===== src/hw/p2mx_consts.svh =====
// constants for the port two pin multiplexer: offsets, fields, resets
//
// Contract
// - latch plus per-bit direction, one bit each
// - pins shared with segment, sar, delta-sigma, reference; the port has no reference connection
// - segment select overrides analog and direction
// - digital input needs port, digital, input
// - drive latch only for port, digital, output
// - analog unselected stays idle; analog output prohibited
// - sar-only selected analog pin feeds sar
// - ds-only pin feeds pair n; both prohibited
`ifndef P2MX_CONSTS_SVH
`define P2MX_CONSTS_SVH

// -----------------------------------------------------------------
// register byte offsets
// -----------------------------------------------------------------
`define P2MX_OFS_LATCH   8'h00
`define P2MX_OFS_DIR     8'h04
`define P2MX_OFS_SEG     8'h08
`define P2MX_OFS_ANA     8'h0C
`define P2MX_OFS_SAR     8'h10
`define P2MX_OFS_DS      8'h14
`define P2MX_OFS_PINS    8'h18
`define P2MX_OFS_ERR     8'h1C

// -----------------------------------------------------------------
// reset values
// -----------------------------------------------------------------
`define P2MX_RST_LATCH   8'h00
`define P2MX_RST_DIR     8'hFF
`define P2MX_RST_SEG     8'h00
`define P2MX_RST_ANA     8'hFF
`define P2MX_RST_SAR     4'h0
`define P2MX_RST_DS      3'h0

// -----------------------------------------------------------------
// field positions
// -----------------------------------------------------------------
`define P2MX_SAR_EN_BIT  3
`define P2MX_DS_EN_BIT   2
`define P2MX_DS_PAIRS    2'h3

`endif


===== src/hw/p2mx_pkg.sv =====
// types shared by the port two pin multiplexer files
package p2mx_pkg;

  // -----------------------------------------------------------------
  // software configuration carried as one bundle
  // -----------------------------------------------------------------
  typedef struct packed {
    logic [7:0] port_two_output_latch;
    logic [7:0] port_two_direction_reg;       // 1 = input
    logic [7:0] port_two_segment_select_reg;  // 1 = segment
    logic [7:0] analog_digital_pin_config;    // 1 = analog
    logic [3:0] sar_channel_select;           // [3] enable, [2:0] pin
    logic [2:0] delta_sigma_input_control;    // [2] enable, [1:0] pair
  } p2mx_cfg_t;

  // -----------------------------------------------------------------
  // what a single pin does
  // -----------------------------------------------------------------
  typedef enum logic [2:0] {
    P2MX_FN_SEG     = 3'h0,
    P2MX_FN_DIN     = 3'h1,
    P2MX_FN_DOUT    = 3'h2,
    P2MX_FN_ANA     = 3'h3,
    P2MX_FN_SAR     = 3'h4,
    P2MX_FN_DS      = 3'h5,
    P2MX_FN_BAD_OUT = 3'h6,
    P2MX_FN_BAD_BTH = 3'h7
  } p2mx_func_t;

endpackage : p2mx_pkg


===== src/hw/p2mx_sync.sv =====
// three-stage input synchroniser with agreement filter for the pins
`timescale 1ns/100ps
module p2mx_sync (
  // clock and reset
  input  wire logic       pclk,
  input  wire logic       presetn,
  input  wire logic       ce,
  // pins in, filtered levels out
  input  wire logic [7:0] async_in,
  output logic      [7:0] sync_out
);

  logic [7:0] stage1;
  logic [7:0] stage2;
  logic [7:0] stage3;

  // first stage is read only by the second to keep metastability contained
  always_ff @(posedge pclk or negedge presetn) begin
    if (!presetn) begin
      stage1 <= 8'h00;
      stage2 <= 8'h00;
      stage3 <= 8'h00;
    end else if (ce) begin
      stage1 <= async_in;
      stage2 <= stage1;
      stage3 <= stage2;
    end
  end

  // a change counts only once the second and third stages agree
  always_ff @(posedge pclk or negedge presetn) begin
    if (!presetn) begin
      sync_out <= 8'h00;
    end else if (ce) begin
      for (int i = 0; i < 8; i++) begin
        if (stage2[i] == stage3[i]) begin
          sync_out[i] <= stage3[i];
        end
      end
    end
  end

endmodule : p2mx_sync


===== src/hw/p2mx_pin_decode.sv =====
// per-pin function decode from the software configuration
`timescale 1ns/100ps
`include "p2mx_consts.svh"
module p2mx_pin_decode (
  // configuration in
  input  wire p2mx_pkg::p2mx_cfg_t  cfg,
  // one function code per pin
  output p2mx_pkg::p2mx_func_t      func [8]
);

  // pin index picked by the sar channel field
  function automatic logic sar_hit(input logic [3:0] sel,
                                   input logic [2:0] pin);
    sar_hit = sel[`P2MX_SAR_EN_BIT] && (sel[2:0] == pin);
  endfunction : sar_hit

  // delta-sigma pair n covers pins 2n and 2n+1
  function automatic logic ds_hit(input logic [2:0] ctl,
                                  input logic [2:0] pin);
    ds_hit = ctl[`P2MX_DS_EN_BIT] && (ctl[1:0] != `P2MX_DS_PAIRS)
             && (ctl[1:0] == pin[2:1]);
  endfunction : ds_hit

  // priority: segment, then digital/analog, then direction, then channels
  always_comb begin
    for (int i = 0; i < 8; i++) begin
      logic       s;
      logic       d;
      logic [2:0] p;
      p = 3'(i);
      s = sar_hit(cfg.sar_channel_select, p);
      d = ds_hit(cfg.delta_sigma_input_control, p);
      if (cfg.port_two_segment_select_reg[i]) begin
        func[i] = p2mx_pkg::P2MX_FN_SEG;
      end else if (!cfg.analog_digital_pin_config[i]) begin
        func[i] = cfg.port_two_direction_reg[i] ?
                  p2mx_pkg::P2MX_FN_DIN :
                  p2mx_pkg::P2MX_FN_DOUT;
      end else if (!cfg.port_two_direction_reg[i]) begin
        func[i] = p2mx_pkg::P2MX_FN_BAD_OUT;
      end else if (s && d) begin
        func[i] = p2mx_pkg::P2MX_FN_BAD_BTH;
      end else if (d) begin
        func[i] = p2mx_pkg::P2MX_FN_DS;
      end else if (s) begin
        func[i] = p2mx_pkg::P2MX_FN_SAR;
      end else begin
        func[i] = p2mx_pkg::P2MX_FN_ANA;
      end
    end
  end

endmodule : p2mx_pin_decode


===== src/hw/p2mx_port.sv =====
// port two pin multiplexer: registers, pin steering and apb slave
//
// Added by the designer: register access over APB and the register addresses.
`timescale 1ns/100ps
`include "p2mx_consts.svh"
module p2mx_port (
  // clock, reset, enable
  input  wire logic        pclk,
  input  wire logic        presetn,
  input  wire logic        ce,
  // apb slave
  input  wire logic        psel,
  input  wire logic        penable,
  input  wire logic        pwrite,
  input  wire logic [7:0]  paddr,
  input  wire logic [31:0] pwdata,
  input  wire logic [3:0]  pstrb,
  output logic      [31:0] prdata,
  output logic             pready,
  output logic             pslverr,
  // the eight pins
  input  wire logic [7:0]  pin_in,
  output logic      [7:0]  pin_out,
  output logic      [7:0]  pin_oe,
  // lcd segment driver
  input  wire logic [7:0]  lcd_segment_output,
  output logic      [7:0]  seg_pin_sel,
  // converters
  output logic      [7:0]  pin_analog_mode,
  output logic      [7:0]  sar_analog_input,
  output logic      [7:0]  delta_sigma_diff_pair
);

  // -----------------------------------------------------------------
  // configuration state
  // -----------------------------------------------------------------
  p2mx_pkg::p2mx_cfg_t  cfg;
  p2mx_pkg::p2mx_func_t func [8];
  logic [7:0]           pin_sync;
  logic [7:0]           err_out;
  logic [7:0]           err_both;
  logic [7:0]           pin_view;
  logic                 setup;
  logic                 access;
  logic                 wr_go;
  logic                 mapped;
  logic [31:0]          next_rdata;

  // bus phases: any request not yet answered gets pready next cycle;
  // keying on psel alone means a setup cycle lost to a ce stall is
  // still answered once the enable returns
  assign setup  = psel && !pready;
  assign access = psel && penable && pready;
  assign wr_go  = access && pwrite && pstrb[0];

  // only aligned words at the eight offsets exist
  always_comb begin
    case (paddr)
      `P2MX_OFS_LATCH, `P2MX_OFS_DIR, `P2MX_OFS_SEG, `P2MX_OFS_ANA,
      `P2MX_OFS_SAR, `P2MX_OFS_DS, `P2MX_OFS_PINS,
      `P2MX_OFS_ERR: begin
        mapped = 1'b1;
      end
      default: begin
        mapped = 1'b0;
      end
    endcase
  end

  // -----------------------------------------------------------------
  // input synchroniser and function decode
  // -----------------------------------------------------------------
  p2mx_sync u_sync (
    .pclk     (pclk),
    .presetn  (presetn),
    .ce       (ce),
    .async_in (pin_in),
    .sync_out (pin_sync)
  );

  p2mx_pin_decode u_decode (
    .cfg  (cfg),
    .func (func)
  );

  // -----------------------------------------------------------------
  // software registers
  // -----------------------------------------------------------------

  // output latch keeps its value whatever the pin does at the moment
  always_ff @(posedge pclk or negedge presetn) begin
    if (!presetn) begin
      cfg.port_two_output_latch <= `P2MX_RST_LATCH;
    end else if (ce && wr_go && paddr == `P2MX_OFS_LATCH) begin
      cfg.port_two_output_latch <= pwdata[7:0];
    end
  end

  // direction bits: every pin an input after reset, so nothing drives
  always_ff @(posedge pclk or negedge presetn) begin
    if (!presetn) begin
      cfg.port_two_direction_reg <= `P2MX_RST_DIR;
    end else if (ce && wr_go && paddr == `P2MX_OFS_DIR) begin
      cfg.port_two_direction_reg <= pwdata[7:0];
    end
  end

  // segment select per pin
  always_ff @(posedge pclk or negedge presetn) begin
    if (!presetn) begin
      cfg.port_two_segment_select_reg <= `P2MX_RST_SEG;
    end else if (ce && wr_go && paddr == `P2MX_OFS_SEG) begin
      cfg.port_two_segment_select_reg <= pwdata[7:0];
    end
  end

  // analog/digital choice per pin; analog after reset keeps buffers off
  always_ff @(posedge pclk or negedge presetn) begin
    if (!presetn) begin
      cfg.analog_digital_pin_config <= `P2MX_RST_ANA;
    end else if (ce && wr_go && paddr == `P2MX_OFS_ANA) begin
      cfg.analog_digital_pin_config <= pwdata[7:0];
    end
  end

  // converter channel selections
  always_ff @(posedge pclk or negedge presetn) begin
    if (!presetn) begin
      cfg.sar_channel_select        <= `P2MX_RST_SAR;
      cfg.delta_sigma_input_control <= `P2MX_RST_DS;
    end else if (ce && wr_go) begin
      if (paddr == `P2MX_OFS_SAR) begin
        cfg.sar_channel_select <= pwdata[3:0];
      end
      if (paddr == `P2MX_OFS_DS) begin
        cfg.delta_sigma_input_control <= pwdata[2:0];
      end
    end
  end

  // -----------------------------------------------------------------
  // pin steering, registered so every pin output comes from a flop
  // -----------------------------------------------------------------

  // one cycle from a register write to the pins; no glitch on the pads
  always_ff @(posedge pclk or negedge presetn) begin
    if (!presetn) begin
      pin_out               <= 8'h00;
      pin_oe                <= 8'h00;
      seg_pin_sel           <= 8'h00;
      pin_analog_mode       <= 8'hFF;
      sar_analog_input      <= 8'h00;
      delta_sigma_diff_pair <= 8'h00;
    end else if (ce) begin
      for (int i = 0; i < 8; i++) begin
        pin_out[i]               <= 1'b0;
        pin_oe[i]                <= 1'b0;
        seg_pin_sel[i]           <= 1'b0;
        pin_analog_mode[i]       <= 1'b0;
        sar_analog_input[i]      <= 1'b0;
        delta_sigma_diff_pair[i] <= 1'b0;
        case (func[i])
          p2mx_pkg::P2MX_FN_SEG: begin
            // segment driver owns the pad outright
            seg_pin_sel[i] <= 1'b1;
            pin_out[i]     <= lcd_segment_output[i];
            pin_oe[i]      <= 1'b1;
          end
          p2mx_pkg::P2MX_FN_DOUT: begin
            pin_out[i] <= cfg.port_two_output_latch[i];
            pin_oe[i]  <= 1'b1;
          end
          p2mx_pkg::P2MX_FN_DIN: begin
            pin_oe[i] <= 1'b0;
          end
          p2mx_pkg::P2MX_FN_SAR: begin
            pin_analog_mode[i]  <= 1'b1;
            sar_analog_input[i] <= 1'b1;
          end
          p2mx_pkg::P2MX_FN_DS: begin
            pin_analog_mode[i]       <= 1'b1;
            delta_sigma_diff_pair[i] <= 1'b1;
          end
          default: begin
            // idle analog and both prohibited settings: pad left
            // floating in analog mode, neither converter connected
            pin_analog_mode[i] <= 1'b1;
          end
        endcase
      end
    end
  end

  // -----------------------------------------------------------------
  // readback of pin state and prohibited settings
  // -----------------------------------------------------------------

  // digital inputs show the filtered pad, outputs show the latch
  always_comb begin
    for (int i = 0; i < 8; i++) begin
      case (func[i])
        p2mx_pkg::P2MX_FN_DIN: begin
          pin_view[i] = pin_sync[i];
        end
        p2mx_pkg::P2MX_FN_DOUT: begin
          pin_view[i] = cfg.port_two_output_latch[i];
        end
        default: begin
          pin_view[i] = 1'b0;
        end
      endcase
      err_out[i]  = (func[i] == p2mx_pkg::P2MX_FN_BAD_OUT);
      err_both[i] = (func[i] == p2mx_pkg::P2MX_FN_BAD_BTH);
    end
  end

  // read mux, sampled in the setup cycle so prdata is a flop
  always_comb begin
    case (paddr)
      `P2MX_OFS_LATCH: begin
        next_rdata = {24'h000000, cfg.port_two_output_latch};
      end
      `P2MX_OFS_DIR: begin
        next_rdata = {24'h000000, cfg.port_two_direction_reg};
      end
      `P2MX_OFS_SEG: begin
        next_rdata = {24'h000000, cfg.port_two_segment_select_reg};
      end
      `P2MX_OFS_ANA: begin
        next_rdata = {24'h000000, cfg.analog_digital_pin_config};
      end
      `P2MX_OFS_SAR: begin
        next_rdata = {28'h0000000, cfg.sar_channel_select};
      end
      `P2MX_OFS_DS: begin
        next_rdata = {29'h00000000, cfg.delta_sigma_input_control};
      end
      `P2MX_OFS_PINS: begin
        next_rdata = {24'h000000, pin_view};
      end
      `P2MX_OFS_ERR: begin
        next_rdata = {16'h0000, err_both, err_out};
      end
      default: begin
        next_rdata = 32'h00000000;
      end
    endcase
  end

  // -----------------------------------------------------------------
  // apb answer: pready rises in the setup cycle, one access cycle
  // -----------------------------------------------------------------

  // read data is captured at setup; a write in the same access shows
  // up on the next read, never in this one
  always_ff @(posedge pclk or negedge presetn) begin
    if (!presetn) begin
      pready  <= 1'b0;
      pslverr <= 1'b0;
      prdata  <= 32'h00000000;
    end else if (ce) begin
      if (setup) begin
        pready  <= 1'b1;
        pslverr <= !mapped;
        prdata  <= (pwrite || !mapped) ? 32'h00000000 : next_rdata;
      end else begin
        pready  <= 1'b0;
        pslverr <= 1'b0;
        prdata  <= 32'h00000000;
      end
    end
  end

endmodule : p2mx_port


===== config.mk =====
export PLATFORM = sky130hd
export DESIGN_NAME = p2mx_port
export DESIGN_NICKNAME = d
export VERILOG_FILES = /design/src/hw/p2mx_pkg.sv /design/src/hw/p2mx_sync.sv /design/src/hw/p2mx_pin_decode.sv /design/src/hw/p2mx_port.sv
export VERILOG_INCLUDE_DIRS = /design/src /design/src/hw
export SDC_FILE = /design/constraint.sdc
export NUM_CORES = 1
export LEC_CHECK = 0
export ABC_AREA = 1
export BUFFER_PORTS_ARGS = -buffer_cell sky130_fd_sc_hd__buf_2
export CORE_UTILIZATION = 55
export CTS_BUF_LIST = sky130_fd_sc_hd__clkbuf_8 sky130_fd_sc_hd__clkbuf_16
export CTS_CLUSTER_DIAMETER = 200
export CTS_CLUSTER_SIZE = 28
export DETAILED_ROUTE_END_ITERATION = 10
export MAX_ROUTING_LAYER = met4
export PLACE_DENSITY = 0.87
export SYNTH_ARGS = -nofsm -noshare
export SYNTH_HDL_FRONTEND = slang
export SYNTH_SLANG_ARGS = --single-unit

===== constraint.sdc =====
create_clock -name pclk -period 2 [get_ports pclk]
set_input_delay 0.5 -clock pclk [delete_from_list [all_inputs] [get_ports pclk]]
set_output_delay 0.5 -clock pclk [all_outputs]
set_load 0.1 [all_outputs]

# Yosys cells after proc, flatten, opt, wreduce, memory -nomap -nowiden

Memories as Yosys holds them, arrays and structs flattened.
Cells that the tools add are included.

Bits in registers: 153
ROM bits: 32
Bits of input ports: 66
Output and inout bits: 82
Logic and storage cells: 291
Memories: 1

Equal/unequal tests: 74
Muxes and demuxes: 118
Reduce and logical (&&, ||, !) cells: 72

Memory list:

| memory           | words | bits a word | rd ports | clocked after memory_dff | wr ports | RTL line        | source |
|---|---|---|---|---|---|---|---|
| (name not given) | 32    | 1           | 1        | 0                        | 0        | p2mx_port.sv:58 | `case (paddr)` |

Operators with widths:

| cell                 | number |
|---|---|
| $mux W3              | 48 |
| $pmux W16 S8         | 1 |
| $eq A3 B3 Y1 const B | 36 |
| $mux W32             | 2 |
| $mux W1              | 43 |
| $eq A8 B5 Y1 const B | 4 |
| $pmux W1 S2          | 16 |
| $logic_and A1 B1 Y1  | 31 |
| $eq A3 B2 Y1 const B | 10 |
| $logic_not A3 Y1     | 10 |
| $eq A3 B1 Y1 const B | 9 |
| $reduce_or A3 Y1     | 8 |
| $reduce_and A2 Y1    | 10 |
| $eq A8 B4 Y1 const B | 2 |
| $mux W2              | 8 |
| $reduce_or A2 Y1     | 8 |
| $eq A1 B1 Y1         | 8 |
| $eq A8 B3 Y1 const B | 1 |
| $logic_not A8 Y1     | 1 |
| $eq A2 B2 Y1 const B | 2 |
| $eq A2 B1 Y1 const B | 1 |
| $logic_not A1 Y1     | 2 |
| $logic_not A2 Y1     | 1 |
| $ne A2 B2 Y1 const B | 1 |
| $logic_or A1 B1 Y1   | 1 |

# Logic depth before layout (Yosys ltp)

Gate-level depths: netlist (run 1).

Depth in word-level cells: 13
Depth in mapped cells: 16

# Modules after synthesis

From an unflattened synthesis (run 1), not the netlist that was laid out.

Cell total of the unflattened synthesis: 930
Area, all modules: 7163.1 um^2

By module, submodules not included:

| module          | instances | cells each | area each (um^2) | seq. area each (um^2) |
|---|---|---|---|---|
| p2mx_port       | 1         | 625        | 5066.1           | 2657.5 |
| p2mx_sync       | 1         | 167        | 1392.6           | 800.8 |
| p2mx_pin_decode | 1         | 138        | 704.4            | 0.0 |

# Worst setup path after synthesis (run 1)

No wires, ideal clock.

Path type: reg2reg
Start point: reg pready
End point: reg cfg[21] (netlist name)
Arrival time: 1.868 ns
Required time: 1.877 ns
Slack: 0.009 ns
Stages on the path, launching flop included: 9
Period minus slack after synthesis: 1.991 ns
Cells stage by stage: dfrtp_1 > inv_1 > nor3_2 > nand3_2 > clkinv_4 > nand3_4 > buf_6 > nand2_1 > o21ai_1

Word-level cells in the longest chain between the ends: 5

Ends and longest elaborated chain:

| item                              | RTL line         | source |
|---|---|---|
| start: declaration                | p2mx_port.sv:19  | `output logic pready,` |
| start signal: assignment          | p2mx_port.sv:258 | `pready <= 1'b0;` |
| start signal: assignment          | p2mx_port.sv:263 | `pready <= 1'b1;` |
| start signal: assignment          | p2mx_port.sv:267 | `pready <= 1'b0;` |
| $logic_and A1 B1 Y1               | p2mx_port.sv:53  | `assign access = psel && penable && pready;` |
| $logic_and A1 B1 Y1 (2 in series) | p2mx_port.sv:54  | `assign wr_go = access && pwrite && pstrb[0];` |
| $logic_and A1 B1 Y1               | p2mx_port.sv:112 | `` end else if (ce && wr_go && paddr == `P2MX_OFS_SEG) begin `` |
| $logic_and A1 B1 Y1 (no line)     | -                |  |

Every way passes these cells.
A chain may end at the register's enable or synchronous reset.

# Worst setup path in the final report (run 1)

Start point: reg cfg[4] (netlist name)
End point: reg prdata[6]

Word-level cells in the longest chain between the ends: 13

Ends and longest elaborated chain:

| item                                                | RTL line              | source |
|---|---|---|
| $eq A3 B3 Y1 (*)                                    | p2mx_pin_decode.sv:14 | `` sar_hit = sel[`P2MX_SAR_EN_BIT] && (sel[2:0] == pin); `` |
| $logic_and A1 B1 Y1 (*)                             | p2mx_pin_decode.sv:14 |  |
| $mux W3                                             | p2mx_pin_decode.sv:45 | `end else if (s) begin` |
| $mux W3                                             | p2mx_pin_decode.sv:43 | `end else if (d) begin` |
| $mux W3 (*)                                         | p2mx_pin_decode.sv:41 | `end else if (s && d) begin` |
| $mux W3 (*)                                         | p2mx_pin_decode.sv:39 | `end else if (!cfg.port_two_direction_reg[i]) begin` |
| $mux W3 (*)                                         | p2mx_pin_decode.sv:35 | `end else if (!cfg.analog_digital_pin_config[i]) begin` |
| $mux W3 (*)                                         | p2mx_pin_decode.sv:33 | `if (cfg.port_two_segment_select_reg[i]) begin` |
| $eq A3 B2 Y1 / $eq A3 B1 Y1 (equally long branches) | p2mx_port.sv:201      | `case (func[i])` |
| $pmux W1 S2                                         | p2mx_port.sv:201      |  |
| $pmux W16 S8 (*)                                    | p2mx_port.sv:219      | `case (paddr)` |
| $mux W32 (*)                                        | p2mx_port.sv:265      | `prdata <= (pwrite \|\| !mapped) ? 32'h00000000 : next_rdata;` |
| $mux W32 (*)                                        | p2mx_port.sv:262      | `if (setup) begin` |
| end signal: assignment                              | p2mx_port.sv:265      |  |
| end: declaration                                    | p2mx_port.sv:18       | `output logic [31:0] prdata,` |

Mark *: on every way between the ends. The rest lies on a longest branch, timed or not.

==> results of run 1 <==
-- logic make-up (layout without fill, tap and decap cells) --
family | count (synthesis) | after routing | share of synthesized area, %
AND/OR/NAND/NOR | 489 | 489 | 29.4
buffers and inverters | 139 | 264 | 9.11
flip-flops | 137 | 137 | 48.0
AO/OA/AOI/OAI | 130 | 130 | 10.7
adder cells (fa/ha/maj) | 16 | 16 | 2.78
other | 2 | 20 | 0.104
-- layout by cell type (no fill, tap or decap), types with 4 or more instances in the layout --
cell / n
a21boi_0: 4
nor2_2: 15
ha_1: 14
bufinv_16: 4
inv_1: 78
nor2_1: 65
nand3_1: 61
buf_12: 4
nand4_1: 10
buf_4: 30
conb_1: 20
a22o_1: 4
a21oi_1: 6
nand2_2: 9
o31ai_1: 12
o21ai_0: 58
nor2_4: 13
dfstp_2: 24
buf_2: 103
inv_2: 16
nor3_1: 5
nand2_1: 277
nand3_2: 19
o21ai_1: 25
nand3b_1: 6
dfrtp_1: 111
clkbuf_16: 17
o21ai_2: 9
-- final timing paths --
path	startpoint	end	slack, ns	cells past startpoint
worst max-delay path	cfg[4]	prdata[6]	0.01	15
worst min-delay path	pin_in[4]	u_sync.stage1[4]	0.28	3
worst max register to register	cfg[4]	prdata[6]	0.01	15
worst min register to register	pin_analog_mode[1]	pin_analog_mode[1]	0.47	2
max in group asynchronous	presetn	cfg[7]	0.95	3
min in group asynchronous	presetn	prdata[7]	0.42	2
-- stage by stage --
stage	hold slack, ns	utilization [%]	power, uW	std cells
3_3_place_gp	0.292	62.6	3640	1187
4_1_cts	0.271	67.5	6940	1219
6_report	0.277	69.8	6910	1228
2_1_floorplan	0.204	-	3480	931
3_5_place_dp	0.290	62.6	3670	1187
5_1_grt	0.291	69.8	7150	1228
-- cells in the mapped netlist (all sizes together) --
| cell type | n | share of area (%) |
|---|---|---|
| conb | 2 | 0.10 |
| o21bai | 1 | 0.10 |
| o221ai | 3 | 0.36 |
| a22o | 4 | 0.49 |
| nand4 | 10 | 0.87 |
| and2 | 1 | 0.087 |
| buf | 37 | 3.7 |
| nand3b | 6 | 0.62 |
| nor3 | 7 | 0.56 |
| clkinv | 1 | 0.12 |
| dfstp | 24 | 8.7 |
| inv | 93 | 4.9 |
| or2 | 2 | 0.17 |
| o211ai | 3 | 0.31 |
| dfrtp | 113 | 39 |
| a32o | 1 | 0.14 |
| a21boi | 4 | 0.42 |
| o21a | 2 | 0.21 |
| a31oi | 2 | 0.17 |
| nor2 | 93 | 5.4 |
| a21oi | 6 | 0.42 |
| nand3 | 83 | 6.6 |
| clkbuf | 8 | 0.42 |
| ha | 16 | 2.8 |
| nand2 | 287 | 15 |
| o31ai | 12 | 1.2 |
| o21ai | 92 | 6.8 |
-- power breakdown --
part	switching (uW)	leakage, uW	internal [uW]
sequential	78.2	0.00173	2880
clock	1180	0.000301	2100
combinational	524	0.00246	149
-- layer usage --
metal	up-vias	wire length (um)	global-route usage [%]
li1	3175	-	-
met5	-	0	-
met2	312	8710	42.6
met3	59	1250	4.67
met1	3141	8110	38.4
met4	0	673	15.6
-- critical path, delay by kind of cell, from the launching register on --
kind	cells	cell delay (ns)
adders and majority gates	1	0.32
DFF	1	0.43
buffers and inverters	3	0.21
and+or+nand+nor	11	0.92
-- final cells by class --
cell class,count,area [um^2],share of cell area [%]
clock buffers,18,439,4.95
multi-input cells,655,3380,38.1
inverters,94,360,4.06
flip-flops and latches,137,3460,39.0
clock inverters,13,178,2.00
repair buffers,139,842,9.48
well taps,172,215,2.42
-- repair_timing --
| item | 4_1_cts | 5_1_grt |
|---|---|---|
| buffers inserted | 0 | 9 |
| hold buffers | 1 | 0 |
| endpoints found under the setup margin | 2 | 24 |
| pin swaps | 0 | 23 |
| hold endpoints to repair | 2 | 0 |
| gates resized for setup | 2 | 70 |
==> out/results.tsv, run 1 <==
metric	value	unit
n_antenna_cell	0	
timing.final.ws_setup	0.0128	ns
grt-ovfl-total	0	
cp_max_fo	5	
drt_iter0_markers	893	
grt_pass1_vias	5858	
cts.sinks	137	
cp-start-kind	flip-flop	
synth_cell_types	41	
largest_reg_flops	39	
cts_tree	yes	
slew_violations	0	
cp.required	2.32	ns
via_per_inst	5.45	
num_rows	41	
worst_setup_path_end_kind	flip-flop	
clk_root_buffer_cell	clkbuf_16	
h-tree-depth	4	
drt-pass1-iter-count	5	
final_antenna_net_count	0	
reg_top3	cfg (39), prdata (16)	
die_area	0.0136	mm^2
dp_hpwl	13000	um
place.port_buffers	104	
setup_viol	0	
grtUsageTotal	28.9	%
max-cap-violations	0	
initial_core_util	56.7	%
dp_slack	-0.0208	ns
fill_cells	988	
cp_cell_sequence	inv_2 -> nor2_4 -> inv_2 -> nor2_4 -> inv_1 -> ha_1 -> nand3_1 -> nand3_2 -> nor2_1 -> nand2_1 -> nand2_1 -> nand2_1 -> nand3_2 -> nand2_2 -> nand2_1	
ir_drop	560	uV
slew_headroom	65.8	%
coreArea	0.0127	mm^2
critPathKind	reg2reg	
syn_area	0.00721	mm^2
clk_pin_slew	0.06	ns
remaining_drc_errors	0	
cp_slowest_cell	dfrtp_2	
status	completed	
syn_to_final_growth	23.2	%
ys_warn_count	0	
worst_pin_slew	0.516	ns
wl_per_cell	15.3	um
num_io_pins	148	
antenna_found_initial	0	
drive_above_1_share	27.1	%
regMostFlops	cfg	
clock_latency	0.43	ns
via_count	6687	
hold_viol_final	0	
crit_path_frequent_cell	nand2_1	
fp.dieH	116	um
power_density	779	mW/mm^2
fin_skew	0.00823	ns
max_freq	0.503	GHz
slowest_delay	0.43	ns
fin_crit_sh	99.4	%
syn_avg_cell_area	7.90	um^2
synth_cells	913	
min_period	1.99	ns
setup_tns	0	ns
numCtsBuffers	17	
worstPathArrival	2.30	ns
p_leak	0.00449	uW
finish.net_count	1126	
cts_max_path_buffers	2	
grt_pass1_wl	28700	um
final_cell_area	0.00888	mm^2
ys_ff_latch	137	
gp_congestion	0.969	
hold_class	in2reg	
grt_setup_unrepaired	yes	
wl	18700	um
grt_max_degree	82	
yosysSeqAreaShare	48.0	%
placed_area	0.00796	mm^2
die_w	116	um
Note: power is estimated with default switching activity, not from simulation.
==> run 2, diff against run 1 <==
- CORE_MARGIN: not set -> 2
==> run 2 against run 1 <==
Against the previous run:
- the run now ends with negative hold slack left
- sequential power about the same
- maximum frequency up 0.18%
- highest routed layer unchanged
- flip-flop and latch count unchanged
- largest power group is now registers
- sequential share of layout area up 0.20 points
- register-to-register slack about the same
- first-iteration DRC count down 12%
- largest cell class unchanged
- combinational power down 0.9%
==> out/results.tsv, run 2 (synthesis gave the netlist of run 1 again) <==
metric	value	unit	change
remaining_drc_errors	0		unchanged
final_antenna_net_count	0		unchanged
utilization	69.4	%	-0.36 points
r2r_slack	0.02	ns	about the same
reg_top3	cfg (39), prdata (16)		
layout_commonest_cell	nand2_1		
wl_per_cell	15.7	um	+2.9%
die_area	0.0140	mm^2	+3.5%
holdWs	-0.00255	ns	-0.279 ns
n_antenna_cell	0		unchanged
drive_above_1_share	27.2	%	+0.078 points
max_freq	0.504	GHz	+0.18%
power	6450	uW	-6.7%
grt_setup_unrepaired	yes		
hold_class	in2async		
cts_tree	yes		
cts_hold_buffers	0		-1
numCtsBuffers	17		unchanged
setup_tns	0	ns	unchanged
grtUsageTotal	28.2	%	-0.73 points
use_met3	5.26	%	+0.59 points
setup_viol	0		unchanged
fin_crit_sh	99.2	%	-0.18 points
grtUsageMet1	37.5	%	-0.89 points
cts.sinks	137		unchanged
clk_root_buffer_cell	clkbuf_16		
fp.dieH	118	um	+1.7%
max-cap-violations	0		unchanged
grt_max_degree	48		-41%
critPathKind	reg2reg		
gp_congestion	0.948		-2.2%
via_count	6723		+0.54%
clk_pin_slew	0.06	ns	about the same
min_period	1.98	ns	-0.00366 ns
fin_skew	0.00793	ns	-0.000295 ns
cts_max_path_buffers	2		unchanged
slew_violations	0		unchanged
num_io_pins	148		unchanged
timing.final.ws_setup	0.0165	ns	+0.00366 ns
antenna_found_initial	0		unchanged
grt_pass1_vias	6120		+4.5%
place.port_buffers	104		unchanged
drt_iter0_markers	784		-12%
coreArea	0.0127	mm^2	unchanged
dp_slack	-0.00747	ns	+0.0134 ns
die_w	118	um	+1.7%
power_density	730	mW/mm^2	-6.2%
status	complete, but fails checks		
worstPathArrival	2.30	ns	about the same
ir_drop	570	uV	+1.8%
drt-pass1-iter-count	7		+2
fill_cells	960		-2.8%
cp.required	2.32	ns	about the same
use_met2	43.5	%	+0.97 points
h-tree-depth	4		unchanged
cp_max_fo	4		-1
grt-ovfl-total	0		unchanged
worst_setup_path_end_kind	flip-flop		
finish.net_count	1133		+0.62%
num_rows	41		unchanged
cp-start-kind	flip-flop		
wl	19400	um	+3.6%
final_cell_mix	nand2_1 (273), dfrtp_1 (111), buf_2 (103)		
via_per_inst	5.44		-0.11%
violations	negative hold slack		
regMostFlops	cfg		
top_usage_layer	met2		
grt_pass1_wl	30400	um	+5.7%
dp_hpwl	13300	um	+2.3%
clock_latency	0.43	ns	about the same
syn_to_final_growth	22.5	%	
hold_viol_final	2		+2
initial_core_util	56.7	%	unchanged
p_leak	0.00448	uW	-0.19%
largest_reg_flops	39		unchanged
[run 2: path summary, 6_finish.rpt]
kind,start,to,cells past startpoint
hold reg to reg,prdata[7],prdata[7],2
min in group pclk,pin_in[1],u_sync.stage1[1],3
setup / recovery,cfg[5],prdata[0],15
setup reg to reg,cfg[5],prdata[0],15
hold / removal,presetn,pin_out[6],1
max in group asynchronous,presetn,cfg[14],2
[run 2: where the power goes]
group,internal (uW),switching (uW),total (uW)
registers,2880,82.2,2970
logic,144,523,667
clock network,1650,1170,2820
[run 2: worst max-delay path, cell delays in order, from the launching register on]
cell,delay [ns]
dfrtp_1,0.43
nor2_1,0.14
inv_2,0.10
nor2_4,0.14
inv_2,0.06
ha_4,0.15
nand2_1,0.07
inv_1,0.06
nor2_2,0.16
nor2_1,0.07
nand2_1,0.09
nand2_1,0.06
nand2_1,0.07
nand3_2,0.13
nand2_1,0.10
nand2_1,0.05
[run 2: repair_timing]
item | 4_1_cts | 5_1_grt
pin swaps | 0 | 18
buffers inserted | 0 | 8
endpoints found under the setup margin | 5 | 26
resized for setup | 2 | 65
[run 2: layout make-up]
type | instances | area (um^2) | area share (%)
flip-flops and latches | 137 | 3460 | 39.2
multi-input cells | 655 | 3400 | 38.5
repair buffers | 146 | 867 | 9.82
clock buffers | 20 | 467 | 5.28
inverters | 94 | 360 | 4.08
well taps | 172 | 215 | 2.44
clock inverters | 12 | 65.1 | 0.737
[run 2: routing by layer]
layer | up-vias | wire length [um]
li1 | 3182 | -
met2 | 318 | 9110
met4 | 0 | 537
met5 | - | 0
met1 | 3174 | 8340
met3 | 49 | 1430
[run 2: per-stage QoR]
stage / cell area [um^2] / std cells
after floorplan: 7280 / 931
after global placement: 8000 / 1196
after detailed placement: 8000 / 1196
after CTS: 8540 / 1228
after global routing: 8830 / 1236
final: 8830 / 1236
==> run 3, diff against run 2 <==
- CORE_UTILIZATION: 55 -> 57
- CTS_BUF_LIST: sky130_fd_sc_hd__clkbuf_8 sky130_fd_sc_hd__clkbuf_16 -> sky130_fd_sc_hd__clkbuf_4 sky130_fd_sc_hd__clkbuf_8
- PLACE_DENSITY: 0.87 -> 0.9
==> run 3 against run 2 <==
Against the previous run:
- the flow finishes with violations (negative setup slack)
- design area is 0.57% lower
- sequential power hardly changed
- final cell count about the same
- hold slack improved by 0.27 ns
- first-iteration DRC count rose by 12%
- flip-flop and latch count is the same
- global-route usage fell by 0.14 points
- wire length fell by 2.8%
- critical path type unchanged
- critical endpoint is now prdata[5]
- largest cell class unchanged
==> out/results.tsv, run 3 (synthesis gave the netlist of run 1 again) <==
metric	value	unit	change
drive_above_1_share	28.2	%	+1.1 points
antenna_found_initial	0		unchanged
reg_top3	cfg (39), prdata (16)		
n_antenna_cell	0		unchanged
final_antenna_net_count	0		unchanged
wl	18900	um	-2.8%
initial_core_util	57.8	%	+1.2 points
power.internal	4610	uW	-1.5%
wl_met2	8760	um	-3.8%
critPathKind	reg2reg		
num_rows	41		unchanged
violations	negative setup slack		
cp_slowest_cell	dfrtp_2		
max_freq	0.491	GHz	-2.7%
final_cell_area	0.00878	mm^2	-0.57%
clock_latency	0.44	ns	about the same
largest_reg_flops	39		unchanged
drt-met1-wl	8030	um	-3.8%
final_cell_mix	nand2_1 (277), dfrtp_1 (110), buf_2 (103)		
grt_pass1_wl	28700	um	-5.4%
ir_drop	333	uV	-42%
grt-ovfl-total	0		unchanged
gp_congestion	0.970		+2.4%
drt_iter0_markers	881		+12%
slew_headroom	65.2	%	
worst_setup_path_end_kind	flip-flop		
utilization	70.5	%	+1.0 points
hold_viol_final	0		-2
via_per_inst	5.51		+1.3%
slowest_delay	0.45	ns	+0.02 ns
num_io_pins	148		unchanged
placed_area	0.00799	mm^2	-0.19%
cts.sinks	137		unchanged
clkPwrFrac	42.3	%	-1.4 points
setup_viol	1		+1
holdWs	0.266	ns	+0.268 ns
routed.top_layer	met4		
met3_wirelength	1520	um	+6.4%
dp_hpwl	13000	um	-2.2%
hold_class	in2reg		
p_switching	1690	uW	-4.8%
drt-pass1-iter-count	9		+2
finish.net_count	1132		-0.088%
grt_pass1_vias	5912		-3.4%
numCtsBuffers	17		unchanged
worstPathArrival	2.42	ns	+0.12 ns
wl_per_cell	15.3	um	-2.7%
regMostFlops	cfg		
status	complete, but fails checks		
cts_tree	yes		
max-cap-violations	0		unchanged
p_leak	0.00444	uW	-0.94%
cp_cell_sequence	inv_2 -> nor2_2 -> inv_2 -> nor2_2 -> inv_1 -> ha_1 -> nand3_1 -> nand3_2 -> nor2_1 -> nand2_1 -> nand2_1 -> nand2_1 -> nand3_1 -> nand2_1 -> nand2_1		
cp.required	2.38	ns	+0.06 ns
cp-start-kind	flip-flop		
grt_setup_unrepaired	yes		
p_comb_share	10.6	%	+0.3 points
h-tree-depth	4		unchanged
cts_max_path_buffers	2		unchanged
fin_skew	0.00910	ns	+0.00117 ns
swShare	26.8	%	-0.67 points
seq_power_share	47.0	%	+1.0 points
fp.dieH	116	um	-1.7%
die_area	0.0136	mm^2	-3.4%
slew_violations	0		unchanged
via_count	6804		+1.2%
min_period	2.04	ns	+0.0544 ns
clk_root_buffer_cell	clkbuf_8		
crit_path_frequent_cell	nand2_1		
fin_crit_sh	102	%	+2.7 points
remaining_drc_errors	0		unchanged
grt_max_degree	52		+8.3%
grtUsageTotal	28.1	%	-0.14 points
timing.final.ws_setup	-0.0379	ns	-0.0544 ns
power_density	717	mW/mm^2	-1.8%
worst_pin_slew	0.525	ns	
placedCellCount	1194		-0.17%
coreArea	0.0125	mm^2	-2.0%
syn_to_final_growth	21.9	%	
die_w	116	um	-1.7%
layout.cells.non_filler	1235		-0.081%
layout_commonest_cell	nand2_1		
place.port_buffers	104		unchanged
clk_pin_slew	0.08	ns	+0.02 ns
cp_max_fo	5		+1
[run 3: changes by cell type in the layout (fill, tap and decap cells not counted), sizes merged, moves of 2 or more]
cell / change
buf: -2
clkinv: +2
bufinv: +5
clkinvlp: -3
inv: -5
[run 3: layout make-up]
cell class | count | area, um^2
Fill cell | 878 | 3680
Timing Repair Buffer | 145 | 862
Multi-Input combinational cell | 655 | 3410
Tap cell | 172 | 215
Clock buffer | 21 | 277
Sequential cell | 137 | 3460
Clock inverter | 11 | 195
Inverter | 94 | 363
[run 3: worst max-delay path: cells and delay by family (launching register included)]
family	cells	cell delay (ns)
adder cells (fa/ha/maj)	1	0.31
flip-flops	1	0.45
buffers and inverters	3	0.18
AND/OR/NAND/NOR	11	1.06
[run 3: path summary, 6_finish.rpt]
| check | slack (ns) | from | cells past startpoint | to |
|---|---|---|---|---|
| worst min register to register | 0.47 | seg_pin_sel[0] | 2 | seg_pin_sel[0] |
| max in group asynchronous | 0.84 | presetn | 3 | cfg[29] |
| worst max-delay path | -0.04 | cfg[3] | 15 | prdata[5] |
| worst min-delay path | 0.27 | pin_in[6] | 3 | u_sync.stage1[6] |
| min in group asynchronous | 0.52 | presetn | 2 | sar_analog_input[7] |
| worst max register to register | -0.04 | cfg[3] | 15 | prdata[5] |
[run 3: what timing repair did]
item	in CTS	in global routing
gates resized for setup	2	75
gates cloned	0	0
endpoints found under the hold margin	30	0
pin swaps	0	21
hold buffers	1	0
setup buffers	0	8
endpoints found under the setup margin	3	25
[run 3: per-stage QoR]
| step | total power (uW) | setup WS (ns) | setup TNS (ns) |
|---|---|---|---|
| after floorplan | 3480 | 0.00916 | 0 |
| after global placement | 3640 | 0.0317 | 0 |
| after detailed placement | 3660 | 0.0217 | 0 |
| after CTS | 6300 | 0.00183 | 0 |
| after global routing | 6500 | -0.0721 | -0.387 |
| final | 6300 | -0.0379 | -0.0379 |
[run 3: per-layer routing]
metal,GRT usage (%),vias to the layer above
met1,38.9,3198
met5,-,-
li1,-,3181
met3,4.67,67
met4,9.52,0
met2,42.3,358
[run 3: power by group through the flow]
stage | combinational (uW) | sequential, uW | clock (uW)
6_report | 670 | 2960 | 2670
5_1_grt | 730 | 2970 | 2800
4_1_cts | 666 | 2960 | 2680
3_5_place_dp | 656 | 3000 | 0
3_3_place_gp | 641 | 3000 | 0
2_1_floorplan | 368 | 3110 | 0
